$ cat config.mk
export PLATFORM = sky130hd
export DESIGN_NAME = alu_flag_shift_datapath
export DESIGN_NICKNAME = d
export VERILOG_FILES = /design/src/alu_pkg.sv /design/src/shift_unit.sv /design/src/logic_unit.sv /design/src/alu_flag_shift_datapath.sv
export SDC_FILE = /design/constraint.sdc
export NUM_CORES = 1
export LEC_CHECK = 0
export ABC_CLOCK_PERIOD_IN_PS = 4900
export BUFFER_PORTS_ARGS = -buffer_cell sky130_fd_sc_hd__buf_2
export CAP_MARGIN = 20
export CORE_MARGIN = 5
export CORE_UTILIZATION = 56
export DETAILED_ROUTE_END_ITERATION = 8
export PLACE_DENSITY = 0.78
export SYNTH_ARGS = -nofsm -noshare
export SYNTH_HDL_FRONTEND = slang
export SYNTH_SLANG_ARGS = --single-unit
$ cat constraint.sdc
create_clock -name clk -period 4.9 [get_ports clk]
set_clock_uncertainty 0.15 [all_clocks]
set_input_delay 0.245 -clock clk [delete_from_list [all_inputs] [get_ports clk]]
set_output_delay 0.245 -clock clk [all_outputs]
set_load 0.01 [all_outputs]
$ cat src/alu_pkg.sv
package alu_pkg;
    // ==========================================
    // Data path widths
    localparam int DATA_W = 8;
    localparam int REG_COUNT = 16;
    localparam int REG_SEL_W = 4;
    localparam logic [7:0] REG_RESET = 8'h00;
    localparam logic FLAG_RESET = 1'b0;
    localparam int MSB_POS = 7;
    localparam int LSB_POS = 0;

    // ==========================================
    // Operation codes
    typedef enum logic [4:0] {
        OP_NONE = 5'h00,
        OP_LOAD = 5'h01,
        OP_AND = 5'h02,
        OP_TEST = 5'h03,
        OP_COMPARE = 5'h04,
        OP_SHIFT_LEFT_ZERO_FILL = 5'h05,
        OP_SHIFT_RIGHT_ZERO_FILL = 5'h06,
        OP_SHIFT_LEFT_ONE_FILL = 5'h07,
        OP_SHIFT_RIGHT_ONE_FILL = 5'h08,
        OP_SHIFT_RIGHT_SIGN_EXTEND = 5'h09,
        OP_SHIFT_LEFT_REPLICATE_LSB = 5'h0A,
        OP_SHIFT_LEFT_THROUGH_CARRY = 5'h0B,
        OP_SHIFT_RIGHT_THROUGH_CARRY = 5'h0C,
        OP_ROTATE_LEFT = 5'h0D,
        OP_ROTATE_RIGHT = 5'h0E,
        OP_INPUT = 5'h0F,
        OP_OUTPUT = 5'h10
    } alu_op_e;
endpackage

$ cat src/shift_unit.sv
module shift_unit (
    input wire alu_pkg::alu_op_e op,
    input wire logic [alu_pkg::DATA_W-1:0] operand,
    input wire logic carryIn,
    output logic [alu_pkg::DATA_W-1:0] result,
    output logic carryOut
);
    import alu_pkg::*;
    always_comb begin
        result = operand;
        carryOut = carryIn;
        case (op)
            OP_SHIFT_LEFT_ZERO_FILL: begin
                result = {operand[MSB_POS-1:0], 1'b0};
                carryOut = operand[MSB_POS];
            end
            OP_SHIFT_RIGHT_ZERO_FILL: begin
                result = {1'b0, operand[MSB_POS:1]};
                carryOut = operand[LSB_POS];
            end
            OP_SHIFT_LEFT_ONE_FILL: begin
                result = {operand[MSB_POS-1:0], 1'b1};
                carryOut = operand[MSB_POS];
            end
            OP_SHIFT_RIGHT_ONE_FILL: begin
                result = {1'b1, operand[MSB_POS:1]};
                carryOut = operand[LSB_POS];
            end
            OP_SHIFT_RIGHT_SIGN_EXTEND: begin
                result = {operand[MSB_POS], operand[MSB_POS:1]};
                carryOut = operand[LSB_POS];
            end
            OP_SHIFT_LEFT_REPLICATE_LSB: begin
                result = {operand[MSB_POS-1:0], operand[LSB_POS]};
                carryOut = operand[MSB_POS];
            end
            OP_SHIFT_LEFT_THROUGH_CARRY: begin
                result = {operand[MSB_POS-1:0], carryIn};
                carryOut = operand[MSB_POS];
            end
            OP_SHIFT_RIGHT_THROUGH_CARRY: begin
                result = {carryIn, operand[MSB_POS:1]};
                carryOut = operand[LSB_POS];
            end
            OP_ROTATE_LEFT: begin
                result = {operand[MSB_POS-1:0], operand[MSB_POS]};
                carryOut = operand[MSB_POS];
            end
            OP_ROTATE_RIGHT: begin
                result = {operand[LSB_POS], operand[MSB_POS:1]};
                carryOut = operand[LSB_POS];
            end
            default: begin
                result = operand;
                carryOut = carryIn;
            end
        endcase
    end
endmodule // shift_unit

$ cat src/logic_unit.sv
module logic_unit (
    input wire alu_pkg::alu_op_e op,
    input wire logic [alu_pkg::DATA_W-1:0] first,
    input wire logic [alu_pkg::DATA_W-1:0] second,
    output logic [alu_pkg::DATA_W-1:0] result,
    output logic carryOut,
    output logic zeroOut
);
    import alu_pkg::*;
    logic [DATA_W:0] diff;
    logic [DATA_W-1:0] masked;
    assign masked = first & second;
    assign diff = {1'b0, first} - {1'b0, second};
    always_comb begin
        result = masked;
        carryOut = 1'b0;
        zeroOut = (masked == '0);
        case (op)
            OP_AND: begin
                result = masked;
                carryOut = 1'b0;
                zeroOut = (masked == '0);
            end
            OP_TEST: begin
                result = masked;
                carryOut = ^masked;
                zeroOut = (masked == '0);
            end
            OP_COMPARE: begin
                result = diff[DATA_W-1:0];
                carryOut = diff[DATA_W];
                zeroOut = (diff[DATA_W-1:0] == '0);
            end
            default: begin
                result = masked;
                carryOut = 1'b0;
                zeroOut = (masked == '0);
            end
        endcase
    end
endmodule // logic_unit

$ cat src/alu_flag_shift_datapath.sv
// Functional notes
// - AND with itself keeps value, clears carry
// - Test and compare change only flags
// - Test ANDs operands; zero when all bits clear
// - Test carry is odd parity of masked bits
// - Compare subtracts, discards, zero when equal
// - Compare carry when first below second unsigned
// - Shifts act in place, update both flags
// - Left zero fill, bit seven to carry
// - Right zero fill, bit zero to carry
// - One fill shifts always clear zero
// - Sign right shift keeps bit seven
// - Replicate left shift copies old bit zero
// - Left through carry: carry in, bit7 out
// - Right through carry: carry in, bit0 out
// - Rotate left, bit seven to bit0, carry
// - Rotate right, bit zero to bit7, carry
// - Loads copy register or immediate, flags kept
// - Input writes sampled input byte to register
// - Output drives data from a register
// - IO address from register or immediate
module alu_flag_shift_datapath (
    input wire logic clk,
    input wire logic reset,
    input wire logic opValid,
    input wire alu_pkg::alu_op_e op,
    input wire logic [alu_pkg::REG_SEL_W-1:0] firstSel,
    input wire logic [alu_pkg::REG_SEL_W-1:0] secondSel,
    input wire logic useImmediate,
    input wire logic [alu_pkg::DATA_W-1:0] immediateConstant,
    input wire logic [alu_pkg::DATA_W-1:0] inPortData,
    output logic [alu_pkg::DATA_W-1:0] outPortData,
    output logic [alu_pkg::DATA_W-1:0] ioAddress,
    output logic writeStrobe,
    output logic readStrobe,
    output logic carryFlag,
    output logic zeroFlag,
    output logic [alu_pkg::DATA_W-1:0] regReadData
);
    import alu_pkg::*;

    // ==========================================
    // Register file and operand selection
    logic [DATA_W-1:0] regFile_reg [REG_COUNT];
    logic [DATA_W-1:0] firstVal;
    logic [DATA_W-1:0] secondVal;
    logic [DATA_W-1:0] shiftResult;
    logic shiftCarry;
    logic [DATA_W-1:0] logicResult;
    logic logicCarry;
    logic logicZero;
    logic isShift;
    logic isOneFill;
    logic writeReg;
    logic [DATA_W-1:0] writeData;
    logic carry_next;
    logic zero_next;

    assign firstVal = regFile_reg[firstSel];
    assign secondVal = useImmediate ? immediateConstant : regFile_reg[secondSel];

    shift_unit shifter (
        .op(op),
        .operand(firstVal),
        .carryIn(carryFlag),
        .result(shiftResult),
        .carryOut(shiftCarry)
    );

    logic_unit logicOps (
        .op(op),
        .first(firstVal),
        .second(secondVal),
        .result(logicResult),
        .carryOut(logicCarry),
        .zeroOut(logicZero)
    );

    always_comb begin
        isShift = 1'b0;
        isOneFill = 1'b0;
        case (op)
            OP_SHIFT_LEFT_ZERO_FILL, OP_SHIFT_RIGHT_ZERO_FILL,
            OP_SHIFT_RIGHT_SIGN_EXTEND, OP_SHIFT_LEFT_REPLICATE_LSB,
            OP_SHIFT_LEFT_THROUGH_CARRY, OP_SHIFT_RIGHT_THROUGH_CARRY,
            OP_ROTATE_LEFT, OP_ROTATE_RIGHT: begin
                isShift = 1'b1;
            end
            OP_SHIFT_LEFT_ONE_FILL, OP_SHIFT_RIGHT_ONE_FILL: begin
                isShift = 1'b1;
                isOneFill = 1'b1;
            end
            default: begin
                isShift = 1'b0;
                isOneFill = 1'b0;
            end
        endcase
    end

    // ==========================================
    // Write-back selection
    always_comb begin
        writeReg = 1'b0;
        writeData = firstVal;
        carry_next = carryFlag;
        zero_next = zeroFlag;
        if (opValid) begin
            if (isShift) begin
                writeReg = 1'b1;
                writeData = shiftResult;
                carry_next = shiftCarry;
                zero_next = isOneFill ? 1'b0 : (shiftResult == '0);
            end else begin
                case (op)
                    OP_LOAD: begin
                        writeReg = 1'b1;
                        writeData = secondVal;
                    end
                    OP_AND: begin
                        writeReg = 1'b1;
                        writeData = logicResult;
                        carry_next = logicCarry;
                        zero_next = logicZero;
                    end
                    OP_TEST, OP_COMPARE: begin
                        writeReg = 1'b0;
                        carry_next = logicCarry;
                        zero_next = logicZero;
                    end
                    OP_INPUT: begin
                        writeReg = 1'b1;
                        writeData = inPortData;
                    end
                    default: begin
                        writeReg = 1'b0;
                    end
                endcase
            end
        end
    end

    // ==========================================
    // Register file storage
    generate
        for (genvar i = 0; i < REG_COUNT; i++) begin : gRegs
            always_ff @(posedge clk or posedge reset) begin
                if (reset) begin
                    regFile_reg[i] <= REG_RESET;
                end else if (writeReg && firstSel == REG_SEL_W'(i)) begin
                    regFile_reg[i] <= writeData;
                end
            end
        end
    endgenerate

    // ==========================================
    // Flags
    always_ff @(posedge clk or posedge reset) begin
        if (reset) begin
            carryFlag <= FLAG_RESET;
            zeroFlag <= FLAG_RESET;
        end else begin
            carryFlag <= carry_next;
            zeroFlag <= zero_next;
        end
    end

    // ==========================================
    // Port data and address
    // Address and data are held after the operation so fabric can latch them late
    always_ff @(posedge clk or posedge reset) begin
        if (reset) begin
            outPortData <= REG_RESET;
            ioAddress <= REG_RESET;
            writeStrobe <= 1'b0;
            readStrobe <= 1'b0;
        end else begin
            writeStrobe <= opValid && op == OP_OUTPUT;
            readStrobe <= opValid && op == OP_INPUT;
            if (opValid && (op == OP_OUTPUT || op == OP_INPUT)) begin
                ioAddress <= secondVal;
            end
            if (opValid && op == OP_OUTPUT) begin
                outPortData <= firstVal;
            end
        end
    end

    always_ff @(posedge clk or posedge reset) begin
        if (reset) begin
            regReadData <= REG_RESET;
        end else begin
            regReadData <= writeReg ? writeData : firstVal;
        end
    end
endmodule // alu_flag_shift_datapath

After elaboration in Yosys (flattened, before gate mapping)

Cells that the tools add are included.

Bits in registers: 156
Word-level logic and storage cells: 121

Add/subtract/negate cells: 1
$lt $le $gt $ge: 2
Eq/ne operators: 32
Mux-type cells: 26
Bitwise gates (word level): 3
Reduce and logical (&&, ||, !) cells: 34

Operators with widths:

| kind                                                            | number |
|---|---|
| 8-bit case mux with 10 select lines                             | 1 |
| 8-bit 2-to-1 mux                                                | 9 |
| 8-bit binary-select mux with 4-bit select                       | 2 |
| 5-bit by 4-bit == test with 1-bit output, second input constant | 8 |
| 4-bit == test, second input constant                            | 8 |
| 8-bit logical NOT                                               | 3 |
| 8-bit case mux with 3 select lines                              | 1 |
| 5-bit by 3-bit == test with 1-bit output, second input constant | 4 |
| 1-bit logical AND                                               | 19 |
| 4-bit by 3-bit == test with 1-bit output, second input constant | 4 |
| 1-bit 2-to-1 mux                                                | 11 |
| 5-bit by 2-bit == test with 1-bit output, second input constant | 2 |
| 5-bit >= comparator, second input constant                      | 2 |
| 4-bit inverter with 5-bit output                                | 2 |
| 10-bit OR reduction                                             | 1 |
| 5-bit OR reduction                                              | 2 |
| 8-bit by 8-bit subtractor with 9-bit output                     | 1 |
| 8-bit bitwise AND                                               | 1 |
| 4-bit by 2-bit == test with 1-bit output, second input constant | 2 |
| 8-bit parity                                                    | 1 |
| 3-bit OR reduction                                              | 2 |
| 5-bit by 1-bit == test with 1-bit output, second input constant | 1 |
| 5-bit == test, second input constant                            | 1 |
| 4-bit by 1-bit == test with 1-bit output, second input constant | 1 |
| 8 further kinds                                                 | 9 |

Longest topological paths before layout

Depth after elaboration: 11
Gate-level depth with buffers: 17
Depth with buffers taken out: 14

Modules after synthesis

A second synthesis with hierarchy kept.

Cells, all modules: 768
Area, all modules: 10087.2 µm²

By module, submodules not included:

| module                  | instances | cells an instance | area an instance (µm²) | seq. area each (µm²) |
|---|---|---|---|---|
| alu_flag_shift_datapath | 1         | 610               | 8983.6                 | 3903.7 |
| logic_unit              | 1         | 96                | 709.4                  | 0.0 |
| shift_unit              | 1         | 62                | 394.1                  | 0.0 |

Least setup slack after synthesis

Ideal clock, no wire load.

Path type: input -> register
Start point: input firstSel[2] (netlist name)
End point: register zeroFlag
Setup time: 132 ps
Data arrival time: 3099 ps
Required time: 4618 ps
Setup slack: 1519 ps
Stages on the path: 14
Path through: buf_6 -> buf_6 -> mux4_2 -> a22o_1 -> nor2_4 -> inv_1 -> fa_1 -> a21o_1 -> a21oi_1 -> nor2_1 -> o31a_1 -> o2111a_1 -> o31ai_1 -> o31ai_1

Longest elaborated chain between the ends: 9
Elaborated cells between the ends (all ways): 14
Those cells by class: add/sub: 1; mux: 8; bitwise: 2; reduce/logical: 3

Ends and longest elaborated chain:

| what                                                                             | RTL line                           | RTL |
|---|---|---|
| from (decl)                                                                      | alu_flag_shift_datapath.sv:27      | `input wire logic [alu_pkg::REG_SEL_W-1:0] firstSel,` |
| 4-bit inverter with 5-bit output (implied by the code) (*)                       | alu_flag_shift_datapath.sv:59      | `assign firstVal = regFile_reg[firstSel];` |
| 8-bit binary-select mux with 4-bit select (*)                                    | alu_flag_shift_datapath.sv:59      |  |
| 8-bit 2-to-1 mux (implied by the code) (*) (2 in series)                         | alu_flag_shift_datapath.sv:59      |  |
| named net firstVal[1]                                                            | alu_flag_shift_datapath.sv:45      | `logic [DATA_W-1:0] firstVal;` |
| 8-bit by 8-bit subtractor with 9-bit output or 8-bit bitwise AND (tied branches) | logic_unit.sv:13, logic_unit.sv:12 |  |
| 8-bit logical NOT (on tied branches)                                             | n/a                                |  |
| 1-bit 2-to-1 mux                                                                 | n/a                                |  |
| 1-bit 2-to-1 mux                                                                 | alu_flag_shift_datapath.sv:114     | `case (op)` |
| 1-bit 2-to-1 mux (*)                                                             | alu_flag_shift_datapath.sv:108     | `if (isShift) begin` |
| to (signal assigned)                                                             | alu_flag_shift_datapath.sv:164     | `zeroFlag <= zero_next;` |
| to (decl)                                                                        | alu_flag_shift_datapath.sv:37      | `output logic zeroFlag,` |

Mark *: on every way through the listed nets, which the timed path passes. The rest lies on a longest branch. The select of a mux whose other input is x is not followed.
A chain may end at the register's enable or synchronous reset.

Worst setup path in the final report

Start point: input firstSel[3] (netlist name)
End point: register zeroFlag

Same word-level chain as after synthesis.

==> results.py <==
metrics = {
    "sta": {
        "maxSlewHeadroom_pct": 26.7,
        "rsz0062_at_grt": "false",
        "setup_ws_ps": 1150,
        "fmax_mhz": 267,
        "slew_violations": 0,
        "whs_ps": 73.2,
        "hold_viol": 0,
        "tns_ps": 0,
        "post-route-period-util_pct": 76.5,
        "setup_viol": 0,
        "worst_pin_slew_ps": 1100,
        "fin_crit_ps": 3750,
    },
    "layout": {
        "fin_area_mm2": 0.0103,
        "area_growth_pct": 11.4,
        "nNetsFinal": 948,
        "diodes": 0,
        "multi_input_area_mm2": 0.00484,
        "seq_area_mm2": 0.00390,
        "largest_reg_flops": 128,
        "nFillCells": 1281,
        "drive_above_1_share_pct": 25.8,
        "fin_cells": 1127,
    },
    "place": {
        "dp_slack_ps": 771,
        "dp_cells": 1093,
        "placed_area_mm2": 0.00964,
        "io_buffers": 60,
        "routabilityCongestion": 0.987,
        "dp_hpwl_mm": 18.5,
    },
    "yosys": {
        "synth_common_cells": "dfrtp_1 (156), a21oi_1 (90), nor2_1 (90), nand2_1 (68), mux4_2 (56)",
        "ys.flop_type": "dfrtp_1",
        "synth_edf_count": 0,
        "syn-cell-area_mm2": 0.00925,
        "synth_top_cells_by_area": "dfrtp_1 (42%), mux4_2 (14%), a21oi_1 (4.9%)",
        "yosysTopAreaCell": "dfrtp_1",
        "ys_ff_latch": 156,
        "synth_nets": 904,
        "synth.distinct_cells": 71,
        "synth_most_common_cell": "dfrtp_1",
        "yosys_warnings": 0,
        "synth_top_area_share_pct": 42.2,
        "synthCells": 850,
        "ys_seq_area_share_pct": 42.2,
        "synth.avg_cell_area_um2": 10.9,
        "ys_async_sr_fraction_pct": 100,
    },
    "floorplan": {
        "fp.coreArea_mm2": 0.0164,
        "ios": 61,
        "initial_core_util_pct": 56.4,
        "die_area_mm2": 0.0192,
        "die_h_um": 139,
        "die_w_um": 139,
        "row_count": 47,
    },
    "setup_path": {
        "crit_path_cell_trace": "buf_2 -> mux4_2 -> a22o_1 -> nor2_4 -> inv_1 -> fa_1 -> a21o_1 -> a21oi_1 -> nor2_1 -> o31a_1 -> o2111a_1 -> o31ai_1 -> o31ai_1",
        "r2r-end": "zeroFlag",
        "crit_path_start_kind": "input pin",
        "cpMostUsedCell": "o31ai_1",
        "cp.arrival_ps": 3920,
        "reg2regPathDepth": 12,
        "required_ps": 5070,
        "slowest_stage": "buf_2",
        "max_stage_delay_ps": 680,
        "timing.rr.start": "regFile_reg[1]",
        "crit_type": "input pin to flip-flop",
        "worstPathMaxFanout": 31,
        "endpoint_kind": "flip-flop",
        "crit_family": "compound AO/OA/AOI/OAI gates",
        "crit_buf_inv": 2,
        "reg2reg_slack_ps": 1350,
    },
    "worst_hold_path": {
        "min-delay-start": "op[4]",
        "hp-class": "input pin to flip-flop",
        "hold_end": "readStrobe",
        "min_path_cells": 2,
    },
    "job": {
        "maxCapViolations": 0,
    },
    "grt": {
        "grt_pass1_wl_mm": 41.5,
        "antenna_found_initial": 0,
        "grt.total_usage_pct": 27.6,
        "grt_max_degree": 116,
        "grt_pass1_vias": 7446,
        "grt-ovfl-total": 0,
    },
    "drt": {
        "drt-pass1-iter-count": 5,
        "drc_errors": 0,
        "antenna_left": 0,
        "viasPerCell": 6.56,
        "first_iter_violations": 886,
        "wl_per_cell_um": 23.3,
        "num_vias": 7388,
        "routed_wirelength_mm": 26.2,
    },
    "cts": {
        "postCtsResizedCells": 0,
        "cts_max_level": 4,
        "cts_hold_buffers": 1,
        "clockBufferDepth": 2,
        "cts_tree": "yes",
        "path_clk_slew_ps": 70,
        "cts_root_buf": "clkbuf_16",
        "post-cts-setup-buffers": 0,
        "clock_latency_ps": 440,
        "cts_inserted_buffers": 17,
        "cts.sinks": 156,
    },
    "power_and_ir_drop": {
        "vdd_drop_max_uv": 282,
        "leakagePower_nw": 4.61,
        "p_per_area_mw_per_mm2": 428,
    },
    "outcome": {
        "status": "complete, no violations",
    },
}
cell type report:
cell class                      count  share of cell area [%]
Multi-Input combinational cell    597                    46.9
Sequential cell                   156                    37.9
Timing Repair Buffer               87                    5.10
Clock buffer                       17                    4.13
Tap cell                          220                    2.67
Clock inverter                     15                    1.95
Inverter                           35                    1.32
cells by family after synthesis:
family	share of synthesized area (%)
DFF	42.2
muxes	22.7
AOI/OAI and AO/OA	14.0
buffers and inverters	6.02
and+or+nand+nor	11.5
adders and majority gates	2.92
xor gates and xnor gates	0.663
worst max-delay path by stage:
stage	depth (start not counted)	slack, ps	endpoint	from
2_1_floorplan	1	300	carryFlag	reset
3_3_place_gp	14	830	zeroFlag	firstSel[3]
3_5_place_dp	13	770	zeroFlag	firstSel[3]
4_1_cts	13	1200	zeroFlag	firstSel[3]
5_1_grt	13	950	zeroFlag	firstSel[3]
6_report	13	1150	zeroFlag	firstSel[3]
per-layer routing:
metal  part of all wire [%]  global-route usage, %
met5                      0                      0
met2                     46                   43.6
met4                    5.3                   13.5
met3                     11                   8.59
met1                     37                   35.0
power by group:
| group | switching (W) | internal (W) | total (W) |
|---|---|---|---|
| logic | 0.000634 | 0.000555 | 0.00119 |
| clock network | 0.000601 | 0.000823 | 0.00142 |
| registers | 0.000227 | 0.00157 | 0.00180 |
| total | 0.00146 | 0.00295 | 0.00441 |
placed cells by master (no fill, tap or decap), types with 4 or more instances in the layout:
cell,netlist,routed
a21oi_1,90,90
a221oi_1,4,4
a22oi_1,12,12
a31oi_1,7,7
a32oi_1,5,5
and2_1,4,4
and3_1,6,6
buf_2,12,60
buf_4,9,25
clkbuf_16,0,17
dfrtp_1,156,156
ha_1,20,20
inv_1,33,32
inv_6,0,7
mux2_2,38,38
mux2i_1,26,26
mux4_1,5,5
mux4_2,56,56
nand2_1,68,68
nand2b_1,6,6
nand3_1,11,11
nand4_1,5,5
nor2_1,90,90
nor2b_1,12,12
nor3_1,18,10
nor3_2,1,9
o21a_1,7,7
o21ai_0,43,43
xnor2_1,5,5
through the flow:
step           util (%)  total power, W
3_5_place_dp       58.8         0.00297
6_report           62.8         0.00441
2_1_floorplan         -         0.00264
4_1_cts            62.6         0.00440
5_1_grt            62.8         0.00462
3_3_place_gp       58.8         0.00293
worst reg2reg max path, stage by stage (launching register included):
cell      delay, ps
dfrtp_1         400
mux4_2          480
a22o_1          250
nor2_4          210
inv_1           160
fa_1            480
a21o_1          170
a21oi_1         250
nor2_1           70
o31a_1          260
o2111a_1        250
o31ai_1         190
o31ai_1         100
Note: power is estimated with default switching activity, not from simulation.
